`config.mk`:
```
export PLATFORM = sky130hd
export DESIGN_NAME = qed_top
export DESIGN_NICKNAME = d
export VERILOG_FILES = /design/src/pkg/qed_pkg.sv /design/src/pkg/qed_evt_if.sv /design/src/rtl/qed_top.sv /design/src/rtl/qed_decoder.sv /design/src/rtl/qed_postscale.sv
export VERILOG_INCLUDE_DIRS = /design/src /design/src/pkg
export SDC_FILE = /design/constraint.sdc
export NUM_CORES = 1
export LEC_CHECK = 0
export ABC_CLOCK_PERIOD_IN_PS = 2200
export BUFFER_PORTS_ARGS = -buffer_cell sky130_fd_sc_hd__buf_2
export CORE_ASPECT_RATIO = 1.1
export CORE_MARGIN = 2
export CORE_UTILIZATION = 35
export CTS_CLUSTER_DIAMETER = 100
export DETAILED_ROUTE_END_ITERATION = 7
export GPL_TIMING_DRIVEN = 0
export PLACE_DENSITY = 0.62
export SYNTH_ARGS = -nofsm -noshare
export SYNTH_HDL_FRONTEND = slang
export SYNTH_SLANG_ARGS = --single-unit
```
`constraint.sdc`:
```
create_clock -name pclk -period 2.2 [get_ports pclk]
set_input_delay 0 -clock pclk [delete_from_list [all_inputs] [get_ports pclk]]
set_output_delay 0 -clock pclk [all_outputs]
set_load 0.02 [all_outputs]
```
`src/pkg/qed_params.svh`:
```
// Register offsets, field positions, reset values and timing counts for the encoder decoder
`ifndef QED_PARAMS_SVH
`define QED_PARAMS_SVH

`define QED_ADDR_W        8
`define QED_OFF_CTRL      8'h00
`define QED_OFF_LIMIT     8'h04
`define QED_OFF_COUNT     8'h08
`define QED_OFF_STATUS    8'h0C
`define QED_OFF_MASK      8'h10
`define QED_OFF_SCALE     8'h14
`define QED_OFF_STATE     8'h18

`define QED_CTRL_EN       0
`define QED_CTRL_X4       1
`define QED_CTRL_IDX      2
`define QED_CTRL_HP       3
`define QED_CTRL_W        4

`define QED_ST_VEL        0
`define QED_ST_POS        1
`define QED_ST_DIR        2
`define QED_ST_W          3

`define QED_RST_CTRL      4'h0
`define QED_RST_LIMIT     16'hFFFF
`define QED_RST_SCALE     8'h00
`define QED_RST_FLAGS     3'h0

`define QED_SYNC_CYCLES   1
`endif

```
`src/pkg/qed_pkg.sv`:
```
// Types shared by the encoder decoder modules
package qed_pkg;
	typedef logic [15:0] qed_count_t;
	typedef logic [7:0]  qed_ratio_t;
	typedef enum logic {
		QED_TRACK_STD = 1'b0,
		QED_TRACK_HP  = 1'b1
	} qed_track_e;
	typedef enum logic {
		QED_CLR_LIMIT = 1'b0,
		QED_CLR_INDEX = 1'b1
	} qed_clr_e;
endpackage

```
`src/pkg/qed_evt_if.sv`:
```
// Decoded encoder events passed from the decoder to the counter logic
`timescale 1ns/1ps
interface qed_evt_if;
	logic count_pulse;
	logic dir_up;
	logic dir_change;
	logic vel_pulse;
	logic index_event;
	modport dec  (output count_pulse, output dir_up, output dir_change,
	              output vel_pulse, output index_event);
	modport sink (input count_pulse, input dir_up, input dir_change,
	              input vel_pulse, input index_event);
endinterface

```
`src/rtl/qed_top.sv`:
```
// Quadrature encoder decoder with position counter, flags and APB registers
//
// Register access over APB and the register addresses are this design's own decisions.
`timescale 1ns/1ps
`include "qed_params.svh"
module qed_top
	import qed_pkg::*;
(
	input  wire logic        pclk,
	input  wire logic        presetn,
	input  wire logic [7:0]  paddr,
	input  wire logic        psel,
	input  wire logic        penable,
	input  wire logic        pwrite,
	input  wire logic [31:0] pwdata,
	output logic      [31:0] prdata,
	output logic             pready,
	output logic             pslverr,
	input  wire logic        phase_a_in,
	input  wire logic        phase_b_in,
	input  wire logic        index_pulse_in,
	output logic             direction_up,
	output logic             velocity_out,
	output logic             irq
);
	logic [`QED_CTRL_W-1:0] ctrl_reg;
	qed_count_t             position_limit;
	qed_count_t             position_count;
	qed_count_t             count_next;
	qed_ratio_t             scale_reg;
	logic [`QED_ST_W-1:0]   flags_reg;
	logic [`QED_ST_W-1:0]   flags_next;
	logic [`QED_ST_W-1:0]   mask_reg;
	logic [`QED_ST_W-1:0]   flag_set;
	logic [`QED_ST_W-1:0]   flag_clr;
	logic [31:0]            prdata_reg;
	logic [31:0]            rd_mux;
	logic                   wr_access;
	logic                   rd_setup;
	logic                   mapped;
	logic                   enable;
	logic                   wr_count;
	logic                   step;
	logic                   idx_clr;
	logic                   pos_event;
	logic                   vel_scaled;
	qed_track_e             track;
	qed_clr_e               clr_mode;

	qed_evt_if evt ();

	// True when the address equals the given word offset
	function automatic logic addr_hit(input logic [7:0] a, input logic [7:0] off);
		addr_hit = (a == off);
	endfunction

	assign enable   = ctrl_reg[`QED_CTRL_EN];
	assign track    = qed_track_e'(ctrl_reg[`QED_CTRL_HP]);
	assign clr_mode = qed_clr_e'(ctrl_reg[`QED_CTRL_IDX]);

	qed_decoder u_decoder (
		.pclk           (pclk),
		.presetn        (presetn),
		.enable         (enable),
		.x4_mode        (ctrl_reg[`QED_CTRL_X4]),
		.track          (track),
		.phase_a_in     (phase_a_in),
		.phase_b_in     (phase_b_in),
		.index_pulse_in (index_pulse_in),
		.evt            (evt.dec)
	);

	qed_postscale u_postscale (
		.pclk     (pclk),
		.presetn  (presetn),
		.ratio_m1 (scale_reg),
		.vel_in   (evt.vel_pulse),
		.vel_out  (vel_scaled)
	);

	// APB decode; zero wait states, unmapped words answer with an error
	assign wr_access = psel & penable & pwrite;
	assign rd_setup  = psel & ~penable & ~pwrite;
	assign mapped    = addr_hit(paddr, `QED_OFF_CTRL)   | addr_hit(paddr, `QED_OFF_LIMIT) |
	                   addr_hit(paddr, `QED_OFF_COUNT)  | addr_hit(paddr, `QED_OFF_STATUS) |
	                   addr_hit(paddr, `QED_OFF_MASK)   | addr_hit(paddr, `QED_OFF_SCALE) |
	                   addr_hit(paddr, `QED_OFF_STATE);
	assign pready    = 1'b1;
	assign pslverr   = psel & penable & ~mapped;
	assign wr_count  = wr_access & addr_hit(paddr, `QED_OFF_COUNT);

	// Read mux; reserved bits read as zero
	always_comb begin
		rd_mux = 32'h0000_0000;
		case (paddr)
			`QED_OFF_CTRL:   rd_mux = {28'h000_0000, ctrl_reg};
			`QED_OFF_LIMIT:  rd_mux = {16'h0000, position_limit};
			`QED_OFF_COUNT:  rd_mux = {16'h0000, position_count};
			`QED_OFF_STATUS: rd_mux = {29'h0000_0000, flags_reg};
			`QED_OFF_MASK:   rd_mux = {29'h0000_0000, mask_reg};
			`QED_OFF_SCALE:  rd_mux = {24'h00_0000, scale_reg};
			`QED_OFF_STATE:  rd_mux = {29'h0000_0000, phase_b_in, phase_a_in, evt.dir_up};
			default:         rd_mux = 32'h0000_0000;
		endcase
	end

	// Read data is captured in the setup cycle so it is stable during access
	always_ff @(posedge pclk or negedge presetn) begin
		if (!presetn) begin
			prdata_reg <= 32'h0000_0000;
		end else if (rd_setup) begin
			prdata_reg <= rd_mux;
		end
	end
	assign prdata = prdata_reg;

	// Configuration registers
	always_ff @(posedge pclk or negedge presetn) begin
		if (!presetn) begin
			ctrl_reg       <= `QED_RST_CTRL;
			position_limit <= `QED_RST_LIMIT;
			scale_reg      <= `QED_RST_SCALE;
			mask_reg       <= `QED_RST_FLAGS;
		end else if (wr_access) begin
			if (addr_hit(paddr, `QED_OFF_CTRL)) begin
				ctrl_reg <= pwdata[`QED_CTRL_W-1:0];
			end
			if (addr_hit(paddr, `QED_OFF_LIMIT)) begin
				position_limit <= pwdata[15:0];
			end
			if (addr_hit(paddr, `QED_OFF_SCALE)) begin
				scale_reg <= pwdata[7:0];
			end
			if (addr_hit(paddr, `QED_OFF_MASK)) begin
				mask_reg <= pwdata[`QED_ST_W-1:0];
			end
		end
	end

	// Counter control: software load beats index clear, which beats a step
	assign step    = evt.count_pulse;
	assign idx_clr = (clr_mode == QED_CLR_INDEX) & evt.index_event;

	always_comb begin
		count_next = position_count;
		pos_event  = 1'b0;
		if (wr_count) begin
			count_next = pwdata[15:0];
		end else if (idx_clr) begin
			count_next = 16'h0000;
			pos_event  = 1'b1;
		end else if (step) begin
			if (evt.dir_up) begin
				if ((clr_mode == QED_CLR_LIMIT) && (position_count == position_limit)) begin
					count_next = 16'h0000;
					pos_event  = 1'b1;
				end else begin
					count_next = position_count + 16'h0001;
				end
			end else begin
				if ((clr_mode == QED_CLR_LIMIT) && (position_count == 16'h0000)) begin
					// Rolling down under zero reloads the limit
					count_next = position_limit;
					pos_event  = 1'b1;
				end else begin
					count_next = position_count - 16'h0001;
				end
			end
		end
	end

	// Position counter
	always_ff @(posedge pclk or negedge presetn) begin
		if (!presetn) begin
			position_count <= 16'h0000;
		end else begin
			position_count <= count_next;
		end
	end

	// Sticky flags, write one to clear; a new event in the clear cycle wins
	assign flag_set = {evt.dir_change, pos_event, vel_scaled};
	assign flag_clr = (wr_access && addr_hit(paddr, `QED_OFF_STATUS)) ?
	                  pwdata[`QED_ST_W-1:0] : `QED_RST_FLAGS;
	assign flags_next = (flags_reg & ~flag_clr) | flag_set;

	always_ff @(posedge pclk or negedge presetn) begin
		if (!presetn) begin
			flags_reg <= `QED_RST_FLAGS;
		end else begin
			flags_reg <= flags_next;
		end
	end

	// Interrupt level follows unmasked flags
	always_ff @(posedge pclk or negedge presetn) begin
		if (!presetn) begin
			irq <= 1'b0;
		end else begin
			irq <= |(flags_next & mask_reg);
		end
	end

	assign direction_up = evt.dir_up;
	assign velocity_out = vel_scaled;

	// Checks on the decoder outputs
	property p_edge_count;
		@(posedge pclk) disable iff (!presetn)
		(enable && $changed(phase_a_in) && $stable(phase_b_in)) |=> evt.count_pulse;
	endproperty
	a_edge_count: assert property (p_edge_count) else $error("A edge gave no count");

	property p_x2_ignores_b;
		@(posedge pclk) disable iff (!presetn)
		(!ctrl_reg[`QED_CTRL_X4] && $changed(phase_b_in) && $stable(phase_a_in))
		|=> !evt.count_pulse;
	endproperty
	a_x2_ignores_b: assert property (p_x2_ignores_b) else $error("x2 counted a B edge");

	property p_dir_decode;
		@(posedge pclk) disable iff (!presetn)
		(enable && $changed(phase_a_in) && $stable(phase_b_in))
		|=> (evt.dir_up == $past(phase_a_in ^ phase_b_in));
	endproperty
	a_dir_decode: assert property (p_dir_decode) else $error("direction misdecoded");

	property p_index_sample;
		@(posedge pclk) disable iff (!presetn)
		(enable && $rose(index_pulse_in)) |=> evt.index_event;
	endproperty
	a_index_sample: assert property (p_index_sample) else $error("index edge lost");

	property p_std_velocity;
		@(posedge pclk) disable iff (!presetn)
		(track == QED_TRACK_STD && $changed(phase_b_in) && $stable(phase_a_in))
		|=> !evt.vel_pulse;
	endproperty
	a_std_velocity: assert property (p_std_velocity) else $error("B edge in standard");

	// Checks on the counter, flags and interrupt
	property p_limit_clear;
		@(posedge pclk) disable iff (!presetn)
		(!wr_count && !idx_clr && step && evt.dir_up && clr_mode == QED_CLR_LIMIT &&
		 position_count == position_limit) |=> (position_count == 16'h0000);
	endproperty
	a_limit_clear: assert property (p_limit_clear) else $error("no clear on limit");

	property p_count_down;
		@(posedge pclk) disable iff (!presetn)
		(!wr_count && !idx_clr && step && !evt.dir_up && position_count != 16'h0000)
		|=> (position_count == $past(position_count) - 16'h0001);
	endproperty
	a_count_down: assert property (p_count_down) else $error("down step wrong");

	property p_pos_flag;
		@(posedge pclk) disable iff (!presetn)
		pos_event |=> flags_reg[`QED_ST_POS] && (irq || !$past(mask_reg[`QED_ST_POS]));
	endproperty
	a_pos_flag: assert property (p_pos_flag) else $error("position flag missed");

	property p_dir_flag;
		@(posedge pclk) disable iff (!presetn)
		evt.dir_change |=> flags_reg[`QED_ST_DIR];
	endproperty
	a_dir_flag: assert property (p_dir_flag) else $error("direction flag missed");

	property p_vel_flag;
		@(posedge pclk) disable iff (!presetn)
		velocity_out |=> flags_reg[`QED_ST_VEL];
	endproperty
	a_vel_flag: assert property (p_vel_flag) else $error("velocity flag missed");

	property p_flag_sticky;
		@(posedge pclk) disable iff (!presetn)
		(flags_reg[`QED_ST_POS] && !(wr_access && addr_hit(paddr, `QED_OFF_STATUS)))
		|=> flags_reg[`QED_ST_POS];
	endproperty
	a_flag_sticky: assert property (p_flag_sticky) else $error("flag dropped alone");

	property p_irq_masked;
		@(posedge pclk) disable iff (!presetn)
		(mask_reg == 3'h0) [*2] |-> !irq;
	endproperty
	a_irq_masked: assert property (p_irq_masked) else $error("masked interrupt seen");

	// Main scenarios
	c_limit_roll: cover property (@(posedge pclk) disable iff (!presetn)
		pos_event && !idx_clr);
	c_index_clear: cover property (@(posedge pclk) disable iff (!presetn) idx_clr);
	c_reverse: cover property (@(posedge pclk) disable iff (!presetn) evt.dir_change);
	c_scaled: cover property (@(posedge pclk) disable iff (!presetn)
		velocity_out && scale_reg != 8'h00);
endmodule // qed_top

```
`src/rtl/qed_decoder.sv`:
```
// Phase edge detection, direction decode, index sampling and velocity events
`timescale 1ns/1ps
module qed_decoder
	import qed_pkg::*;
(
	input  wire logic   pclk,
	input  wire logic   presetn,
	input  wire logic   enable,
	input  wire logic   x4_mode,
	input  qed_track_e  track,
	input  wire logic   phase_a_in,
	input  wire logic   phase_b_in,
	input  wire logic   index_pulse_in,
	qed_evt_if.dec      evt
);
	logic a_prev_reg;
	logic b_prev_reg;
	logic idx_prev_reg;
	logic cp_reg;
	logic dir_reg;
	logic chg_reg;
	logic vel_reg;
	logic idx_reg;
	logic edge_a;
	logic edge_b;
	logic counted;
	logic dir_next;

	// Both phases moving together is a skipped state; it is dropped, not guessed
	assign edge_a   = (phase_a_in ^ a_prev_reg) & ~(phase_b_in ^ b_prev_reg);
	assign edge_b   = (phase_b_in ^ b_prev_reg) & ~(phase_a_in ^ a_prev_reg);
	assign counted  = enable & (edge_a | (x4_mode & edge_b));
	// A edge: A now differs from B means A leads; B edge: B equal to A means A leads
	assign dir_next = edge_a ? (phase_a_in ^ phase_b_in) : ~(phase_a_in ^ phase_b_in);

	// Previous samples of the pins
	always_ff @(posedge pclk or negedge presetn) begin
		if (!presetn) begin
			a_prev_reg   <= 1'b0;
			b_prev_reg   <= 1'b0;
			idx_prev_reg <= 1'b0;
		end else begin
			a_prev_reg   <= phase_a_in;
			b_prev_reg   <= phase_b_in;
			idx_prev_reg <= index_pulse_in;
		end
	end

	// Registered event pulses, one cycle wide
	always_ff @(posedge pclk or negedge presetn) begin
		if (!presetn) begin
			cp_reg  <= 1'b0;
			chg_reg <= 1'b0;
			vel_reg <= 1'b0;
			idx_reg <= 1'b0;
		end else begin
			cp_reg  <= counted;
			chg_reg <= counted & (dir_next != dir_reg);
			// Standard tracking takes only rising A edges, high precision every count
			vel_reg <= (track == QED_TRACK_HP) ? counted
			           : (enable & edge_a & phase_a_in);
			idx_reg <= enable & index_pulse_in & ~idx_prev_reg;
		end
	end

	// Direction is held between counted edges
	always_ff @(posedge pclk or negedge presetn) begin
		if (!presetn) begin
			dir_reg <= 1'b1;
		end else if (counted) begin
			dir_reg <= dir_next;
		end
	end

	assign evt.count_pulse = cp_reg;
	assign evt.dir_up      = dir_reg;
	assign evt.dir_change  = chg_reg;
	assign evt.vel_pulse   = vel_reg;
	assign evt.index_event = idx_reg;
endmodule // qed_decoder

```
`src/rtl/qed_postscale.sv`:
```
// Velocity postscaler: one output pulse for every ratio_m1 + 1 input pulses
`timescale 1ns/1ps
module qed_postscale
	import qed_pkg::*;
(
	input  wire logic   pclk,
	input  wire logic   presetn,
	input  qed_ratio_t  ratio_m1,
	input  wire logic   vel_in,
	output logic        vel_out
);
	qed_ratio_t cnt_reg;
	logic       out_reg;
	logic       hit;

	// Compare with >= so a smaller ratio written mid-run cannot strand the counter
	assign hit = vel_in & (cnt_reg >= ratio_m1);

	// Input pulse counter
	always_ff @(posedge pclk or negedge presetn) begin
		if (!presetn) begin
			cnt_reg <= 8'h00;
		end else if (hit) begin
			cnt_reg <= 8'h00;
		end else if (vel_in) begin
			cnt_reg <= cnt_reg + 8'h01;
		end
	end

	// Output is a copy of the winning input pulse, so its width is kept
	always_ff @(posedge pclk or negedge presetn) begin
		if (!presetn) begin
			out_reg <= 1'b0;
		end else begin
			out_reg <= hit;
		end
	end

	assign vel_out = out_reg;

	property p_scale_hit;
		@(posedge pclk) disable iff (!presetn)
		vel_out |-> $past(vel_in) && ($past(cnt_reg) >= $past(ratio_m1));
	endproperty
	a_scale_hit: assert property (p_scale_hit) else $error("postscaler fired early");
endmodule // qed_postscale

```
==> results of run 1 <==
[placed cells by master (no fill, tap or decap), types with 14 or more instances in the layout]
cell	synthesis	layout
nand3_1	15	15
nor2_1	54	52
nand2_1	49	49
conb_1	2	17
inv_1	16	14
dlygate4sd3_1	0	18
a21oi_1	28	24
a22oi_1	24	24
xnor2_1	16	16
buf_4	19	42
buf_2	16	60
xor2_1	23	23
dfstp_2	17	17
mux2_2	25	25
dfrtp_1	67	64
[final timing paths]
kind	startpoint	to	slack, ps
max in group asynchronous	presetn	position_limit[3]$_DFFE_PN1P_	1430
worst max-delay path	position_count[3]$_DFFE_PN0P_	position_count[9]$_DFFE_PN0P_	-60
worst min register to register	u_decoder.idx_prev_reg$_DFF_PN0_	u_decoder.evt.index_event$_DFF_PN0_	400
worst min-delay path	pwdata[0]	ctrl_reg[0]$_DFFE_PN0P_	20
worst max register to register	position_count[3]$_DFFE_PN0P_	position_count[9]$_DFFE_PN0P_	-60
min in group asynchronous	presetn	position_count[12]$_DFFE_PN0P_	110
[layer usage]
layer	track usage [%]	part of all wire [%]	vias to the layer above	wire length, um
met5	0	0	-	0
met4	8.81	2.6	0	436
met3	4.38	8.0	35	1310
met2	30.6	46	243	7590
met1	27.2	43	2389	7120
li1	-	-	2266	-
[final cells by class]
cell class	instances	area, um^2	share of cell area (%)
Inverter	17	68.8	1.00
Multi-Input combinational cell	436	3140	45.7
Buffer	51	338	4.92
Clock inverter	4	26.3	0.383
Timing Repair Buffer	94	677	9.86
Clock buffer	12	246	3.59
Tap cell	196	245	3.57
Sequential cell	84	2130	31.0
[per-stage QoR]
step	setup TNS (ps)	util [%]
after global routing	-562	45.4
after floorplan	0	-
after CTS	-28.8	43.5
after detailed placement	-2750	39.7
after global placement	-1830	39.5
final	-104	45.4
[critical path: stages, from the launching register on]
cell	delay [ps]
dfrtp_1	420
buf_6	140
nor4_4	320
and3_1	220
buf_6	120
nand3_4	150
buf_8	210
nor2_2	70
a211oi_1	60
a221oi_2	290
o21ai_1	120
[kinds of logic (layout without fill, tap and decap cells)]
| kind of cell | count (synthesis) | in the layout |
|---|---|---|
| simple gates | 184 | 184 |
| compound gates | 142 | 142 |
| flops | 84 | 84 |
| buf+inv | 70 | 178 |
| mux | 42 | 42 |
| xor+xnor | 39 | 39 |
| fa+ha+maj | 12 | 12 |
| other cells | 2 | 17 |
[report_power, final]
| part | switching, uW | internal (uW) | leakage [uW] |
|---|---|---|---|
| Combinational | 483 | 345 | 0.00179 |
| Sequential | 64.2 | 1630 | 0.00105 |
| Clock | 642 | 795 | 0.000133 |
| Total | 1190 | 2770 | 0.00298 |
[repair_timing]
item,4_1_cts,5_1_grt
pin swaps,7,17
hold endpoints to repair,104,0
hold buffers,18,0
gates resized for setup,18,40
setup buffers,6,18
setup endpoints to repair,25,18
gates cloned,0,1
==> metrics, run 1 <==
CTS Buf Count=9; Yosys top cell area share=31.0%; Starting Density=35.8%; peak supply drop=roughly 0.37 mV; Filler Cell Count=roughly 1.4k; Final period util=103%; number of global-route vias before repair=4588; post-synthesis compound-gate area fraction=18.1%; Die X=123 um; number of enable flip-flop cells after synthesis=0; vias per cell=5.52; die area=0.0165 mm^2; largest net degree at the start of global routing=about 60; DR iter-0 viols=487; Critical Path AT=2490 ps; fin. max-slew vios=0; DP Area=roughly 0.006 mm^2; nets@finish=roughly 750; warning count from the yosys run=0; Post-Syn Area=0.00541 mm^2; Synth area leader=dfrtp_1; worst hold slack=around 21 ps; synthesized area per cell=9.41 um^2; routed length per instance=18.4 um; measured slew at the worst slew-check pin=~840 ps; core box area=0.0151 mm^2; CP required=2430 ps; worst-case clock buffer depth=2; WS Path Type=register to register; top-count cell post-synth=dfrtp_1; P&R area growth vs syn=26.8%; # rows=47; Power Density=577 mW/mm^2; Via Count=4933; Post-DRT Antenna Nets=0; GPL Wtd Cong=0.931; Port Buffers=50; upper clock frequency limit=~440 MHz; GRT overflow=0; first-pass GRT wire length=around 25 mm; synth unique cells=71; multiplexer share of the synthesized area=under 10%; Final WS setup=-62.4 ps; post-placement cell count=837; post-layout total power=3960 uW; Hold Vio Cnt, Final=0; violated checks=negative setup slack; Total Wirelength=16.5 mm; Rel. slew slack=43.6%; largest family of logic cells by synthesized area=compound AO/OA/AOI/OAI gates; skew final=~6.5 ps; Syn Inst Count=575; Area contributors post-synth=dfrtp_1 31%, dfstp_2 8.3%, mux2_2 5.2%; fin area=0.00686 mm^2; IO Count=between 80 and 90; RSZ-0062 raised after global routing=yes; post-DP HPWL=11.8 mm; final count of negative-setup-slack endpoints=2; 1st-pass router iterations=5; Clock Latency Late Sink=around 360 ps; H-tree depth=3; CP endpoint kind=register; sequential fraction of the synthesis area=between 30% and 40%; #FFs+latches synth=84; overall routing resource usage=between 20% and 30%; Sink Count=84; max-cap viol count=0; status=finished, violations left; Die Ht=between 100 and 150 um; dpl ws=-281 ps; initial antenna violation count=0; peak fanout along the critical path=7; P_leak=~0.0030 uW; Startpoint Class=register; Final Non-Filler Cells=894; CTS clk-pin slew, worst paths=70 ps; Clock Root Buffer=clkbuf_16; DRC Markers=0; Diodes inserted=0; CTS tree=built; FFs w/ async S/R, synth=100%; WHS Path Cells=2; post-synthesis xor/xnor area fraction=between 6 and 7%; fraction of layout cells with a size suffix above 1=31.1%; top post-synthesis cells by count=67 x dfrtp_1, 54 x nor2_1, 49 x nand2_1; FF-to-FF path depth=10; main flop type after synthesis=dfrtp_1; simple logic cell fraction of the synthesized area=between 10% and 20%; Tmin final=2260 ps; Post-Synth Adder-Cell Area=approximately 2.8%; Tightest Hold Check Type=input pin to register
No activity file was read; power rests on OpenSTA's default activity.
==> run 2: changes to the inputs <==
ABC_CLOCK_PERIOD_IN_PS = 2900   (was 2200)
CAP_MARGIN = 20   (was default)
clock period = 2.9 ns   (was 2.2 ns; I/O delays follow)
==> metrics, run 2 (same netlist as run 1, synthesis figures left out) <==
status=finished clean; Hold Vio Cnt, Final=0; skew final=7.81 ps; dpl ws=419 ps; Critical Path AT=about 2800 ps; first-pass GRT wire length=25.0 mm; CTS Buf Count=9; 1st-pass router iterations=6; Clock Latency Late Sink=350 ps; commonest non-fill, non-tap cells in the layout=67 x dfrtp_1, 65 x buf_2, 54 x nor2_1; IO Count=85; H-tree depth=3; Tightest Hold Check Type=input pin to register; peak supply drop=approximately 0.27 mV; overall routing resource usage=about 20%; CP endpoint kind=register; worst hold slack=20.7 ps; number of global-route vias before repair=~4.6k; critical-path cell list=nor4_2, and3_1, buf_4, nand3_4, buf_6, nor2_1, a211oi_1, a221oi_1, o21ai_1; CTS clk-pin slew, worst paths=70 ps; P_leak=0.00282 uW; CP required=between 3000 and 4000 ps; Startpoint Class=register; Diodes inserted=0; top cell family by delay on the critical path=simple AND/OR/NAND/NOR gates; Final period util=87.1%; DRC Markers=0; Sink Count=84; setup TNS=0 ps; commonest non-fill, non-tap cell in the layout=dfrtp_1; Clock Root Buffer=clkbuf_16; Power Density=~450 mW/mm^2; Port Buffers=50; core box area=0.0151 mm^2; largest net degree at the start of global routing=61; DR iter-0 viols=470; Tmin final=approximately 2500 ps; die area=0.0165 mm^2; Post-DRT Antenna Nets=0; hold_buf cts=18; GRT met3 Usage=4.51%; Via Count=a little under 5k; P&R area growth vs syn=19.1%; GRT overflow=0; worst path bufs/invs=2; RSZ-0062 raised after global routing=no; WS Path Type=register to register; Starting Density=approximately 36%; routed length per instance=18.4 um; peak fanout along the critical path=10; initial antenna violation count=0; met1 Usage GRT=27.2%; Final WS setup=roughly 370 ps; worst stage delay on the critical path=490 ps; fraction of layout cells with a size suffix above 1=24.3%; Worst path slowest cell=nor4_2; GR peak layer=met2; max-cap viol count=0; nets@finish=730; post-DP HPWL=11.8 mm; # rows=47; measured slew at the worst slew-check pin=856 ps; fin area=0.00645 mm^2; Die Ht=about 130 um; CTS resizes=0; upper clock frequency limit=396 MHz; met2 Use GR=30.0%; Rel. slew slack=42.7%; vias per cell=5.53; GPL Wtd Cong=0.931; final count of negative-setup-slack endpoints=0; Post-CTS Setup Bufs=0; fin. max-slew vios=0; Die X=123 um; worst-case clock buffer depth=2; CTS tree=built; final core area utilization=42.7%; DP Area=around 0.006 mm^2; Total Wirelength=16.0 mm
## run 2: cell count changes in the layout (fill, tap and decap cells not counted), moves of 3 or more
cell | previous run | this run
nor3_1 | 5 | 8
clkbuf_1 | 12 | 15
dfrtp_2 | 3 | 0
dfrtp_1 | 64 | 67
a21oi_1 | 24 | 28
buf_4 | 42 | 20
buf_6 | 9 | 3
a21oi_2 | 4 | 0
buf_2 | 60 | 65
## run 2: report_power, final
group / switching [uW] / internal (uW) / total, uW
Combinational: 341 / 217 / 558
Clock: 481 / 603 / 1080
Sequential: 48.1 / 1240 / 1280
Total: 870 / 2060 / 2930
## run 2: worst paths after layout
path,start,end,slack (ps),depth (start not counted)
max,position_count[2]$_DFFE_PN0P_,position_count[9]$_DFFE_PN0P_,370,9
min,pwdata[1],ctrl_reg[1]$_DFFE_PN0P_,20,2
max reg2reg,position_count[2]$_DFFE_PN0P_,position_count[9]$_DFFE_PN0P_,370,9
min reg2reg,u_decoder.idx_prev_reg$_DFF_PN0_,u_decoder.evt.index_event$_DFF_PN0_,400,1
max in group asynchronous,presetn,position_limit[1]$_DFFE_PN1P_,2130,3
min in group asynchronous,presetn,position_count[12]$_DFFE_PN0P_,110,2
## run 2: per-layer routing
layer  wire, um  share of wire (%)
met4        446                2.8
met3       1210                7.6
met2       7280                 46
met5          0                  0
met1       7050                 44
## run 2: layout make-up
class | instances | area, um^2
Buffer | 53 | 313
Clock buffer | 12 | 246
Clock inverter | 4 | 26.3
Fill cell | 1473 | 8670
Inverter | 17 | 63.8
Multi-Input combinational cell | 436 | 2970
Sequential cell | 84 | 2120
Tap cell | 196 | 245
Timing Repair Buffer | 69 | 460
## run 2: per-stage QoR
stage                     total power (uW)  cells
after floorplan                       1640    590
after global placement                1820    836
after detailed placement              1840    837
after CTS                             2940    871
after global routing                  3050    871
final                                 2930    871
==> run 3: changes to the inputs <==
CORE_UTILIZATION = 62   (was 35)
PLACE_DENSITY = 0.94   (was 0.62)
==> metrics, run 3 (same netlist as run 1, synthesis figures left out) <==
status=finished clean; Post-DRT Antenna Nets=0; commonest non-fill, non-tap cells in the layout=67 x dfrtp_1, 65 x buf_2, 54 x nor2_1; Die X=93.1 um; post-DP HPWL=11.3 mm; Critical Path AT=2910 ps; initial antenna violation count=0; Total Wirelength=15.8 mm; CTS tree=built; Port Buffers=50; Logic pwr share=19.9%; Tightest Hold Check Type=input pin to register; Seq pwr share=45.3%; Startpoint Class=register; fin. max-slew vios=0; routed length per instance=~20 um; fraction of layout cells with a size suffix above 1=24.6%; Clock Root Buffer=clkbuf_8; DR iter-0 viols=468; measured slew at the worst slew-check pin=between 900 and 1000 ps; post-layout total power=2830 uW; core box area=0.00845 mm^2; Clock Latency Late Sink=370 ps; Final Non-Filler Cells=roughly 790; Post-CTS Setup Bufs=0; 1st-pass router iterations=6; max-cap viol count=0; largest net degree at the start of global routing=57; Int Pwr=1970 uW; final count of negative-setup-slack endpoints=0; Clock Power Share=34.8%; peak supply drop=0.263 mV; post-placement cell count=752; Sw Ratio=30.4%; P_leak=0.00279 uW; Final WS setup=262 ps; CTS clk-pin slew, worst paths=90 ps; Diodes inserted=0; dpl ws=425 ps; first-pass GRT wire length=25.2 mm; Hold Vio Cnt, Final=0; Starting Density=64.0%; die area=0.00949 mm^2; skew final=10.7 ps; commonest non-fill, non-tap cell in the layout=dfrtp_1; upper clock frequency limit=379 MHz; IO Count=85; GPL Wtd Cong=0.982; CP required=3170 ps; Sink Count=between 80 and 90; WS Path Type=register to register; DRC Markers=0; CP endpoint kind=register; RSZ-0062 raised after global routing=no; GRT overflow=0; nets@finish=730; # rows=35; Power Density=approximately 450 mW/mm^2; peak fanout along the critical path=7; H-tree depth=3; number of global-route vias before repair=around 5k; overall routing resource usage=34.6%; worst-case clock buffer depth=2; vias per cell=6.42; Psw=859 uW; final core area utilization=74.6%; P&R area growth vs syn=16.4%; Final period util=about nine tenths; setup TNS=0 ps; CTS Buf Count=9; Rel. slew slack=36.8%; Die Ht=102 um; Tmin final=approximately 2600 ps; Via Count=5045
run 3: cell types whose count changed in the layout (fill, tap and decap cells not counted), sizes merged:
cell and change:
bufinv +2, clkinvlp +1, clkinv -3, inv +2
clkbuf -2
run 3: per-stage QoR:
step	hold slack, ps	cell area, um^2
3_3_place_gp	123	5860
6_report	24.4	6300
2_1_floorplan	-296	5470
4_1_cts	6.28	6300
3_5_place_dp	-45.2	5890
5_1_grt	9.46	6300
run 3: power groups by stage:
stage / combinational (uW) / sequential [uW] / clock, uW
floorplan: 304 / 1340 / 0
global placement: 511 / 1300 / 0
detailed placement: 530 / 1300 / 0
CTS: 553 / 1280 / 986
global route: 609 / 1290 / 1030
finish: 563 / 1280 / 983
run 3: critical path, stage by stage (launching register included):
cell and delay, ps:
dfrtp_1 480, and2_1 230, a31oi_1 690, and2_1 360
nand2b_1 300, a211oi_1 340, a221oi_2 60, o31ai_1 80
run 3: area by class of cell:
type                            count  area, um^2
Clock buffer                       10         138
Timing Repair Buffer               69         460
Multi-Input combinational cell    436        2970
Tap cell                          111         139
Fill cell                         586        2150
Clock inverter                      6        95.1
Buffer                             53         313
Inverter                           17        63.8
Sequential cell                    84        2120
run 3: path summary, 6_finish.rpt:
path                                             startpoint                             endpoint  slack (ps)  cells after the start
hold / removal                                    pwdata[0]              ctrl_reg[0]$_DFFE_PN0P_          20                      2
hold reg to reg            u_decoder.idx_prev_reg$_DFF_PN0_  u_decoder.evt.index_event$_DFF_PN0_         390                      1
max in group asynchronous                           presetn        position_limit[1]$_DFFE_PN1P_        2140                      3
setup reg to reg                    ctrl_reg[2]$_DFFE_PN0P_        position_count[3]$_DFFE_PN0P_         260                      7
min in group asynchronous                           presetn       position_count[15]$_DFFE_PN0P_         100                      2
setup / recovery                    ctrl_reg[2]$_DFFE_PN0P_        position_count[3]$_DFFE_PN0P_         260                      7
run 3: timing repair:
action,4_1_cts,5_1_grt
gates resized for setup,0,0
endpoints found under the setup margin,0,0
endpoints found under the hold margin,104,0
hold buffers,18,0
run 3: routing by layer:
metal,vias to the layer above,routed length (um),GRT usage [%]
met2,316,7660,57.9
li1,2232,-,-
met4,0,694,16.9
met1,2430,6180,43.9
met5,-,0,0
met3,67,1270,5.75
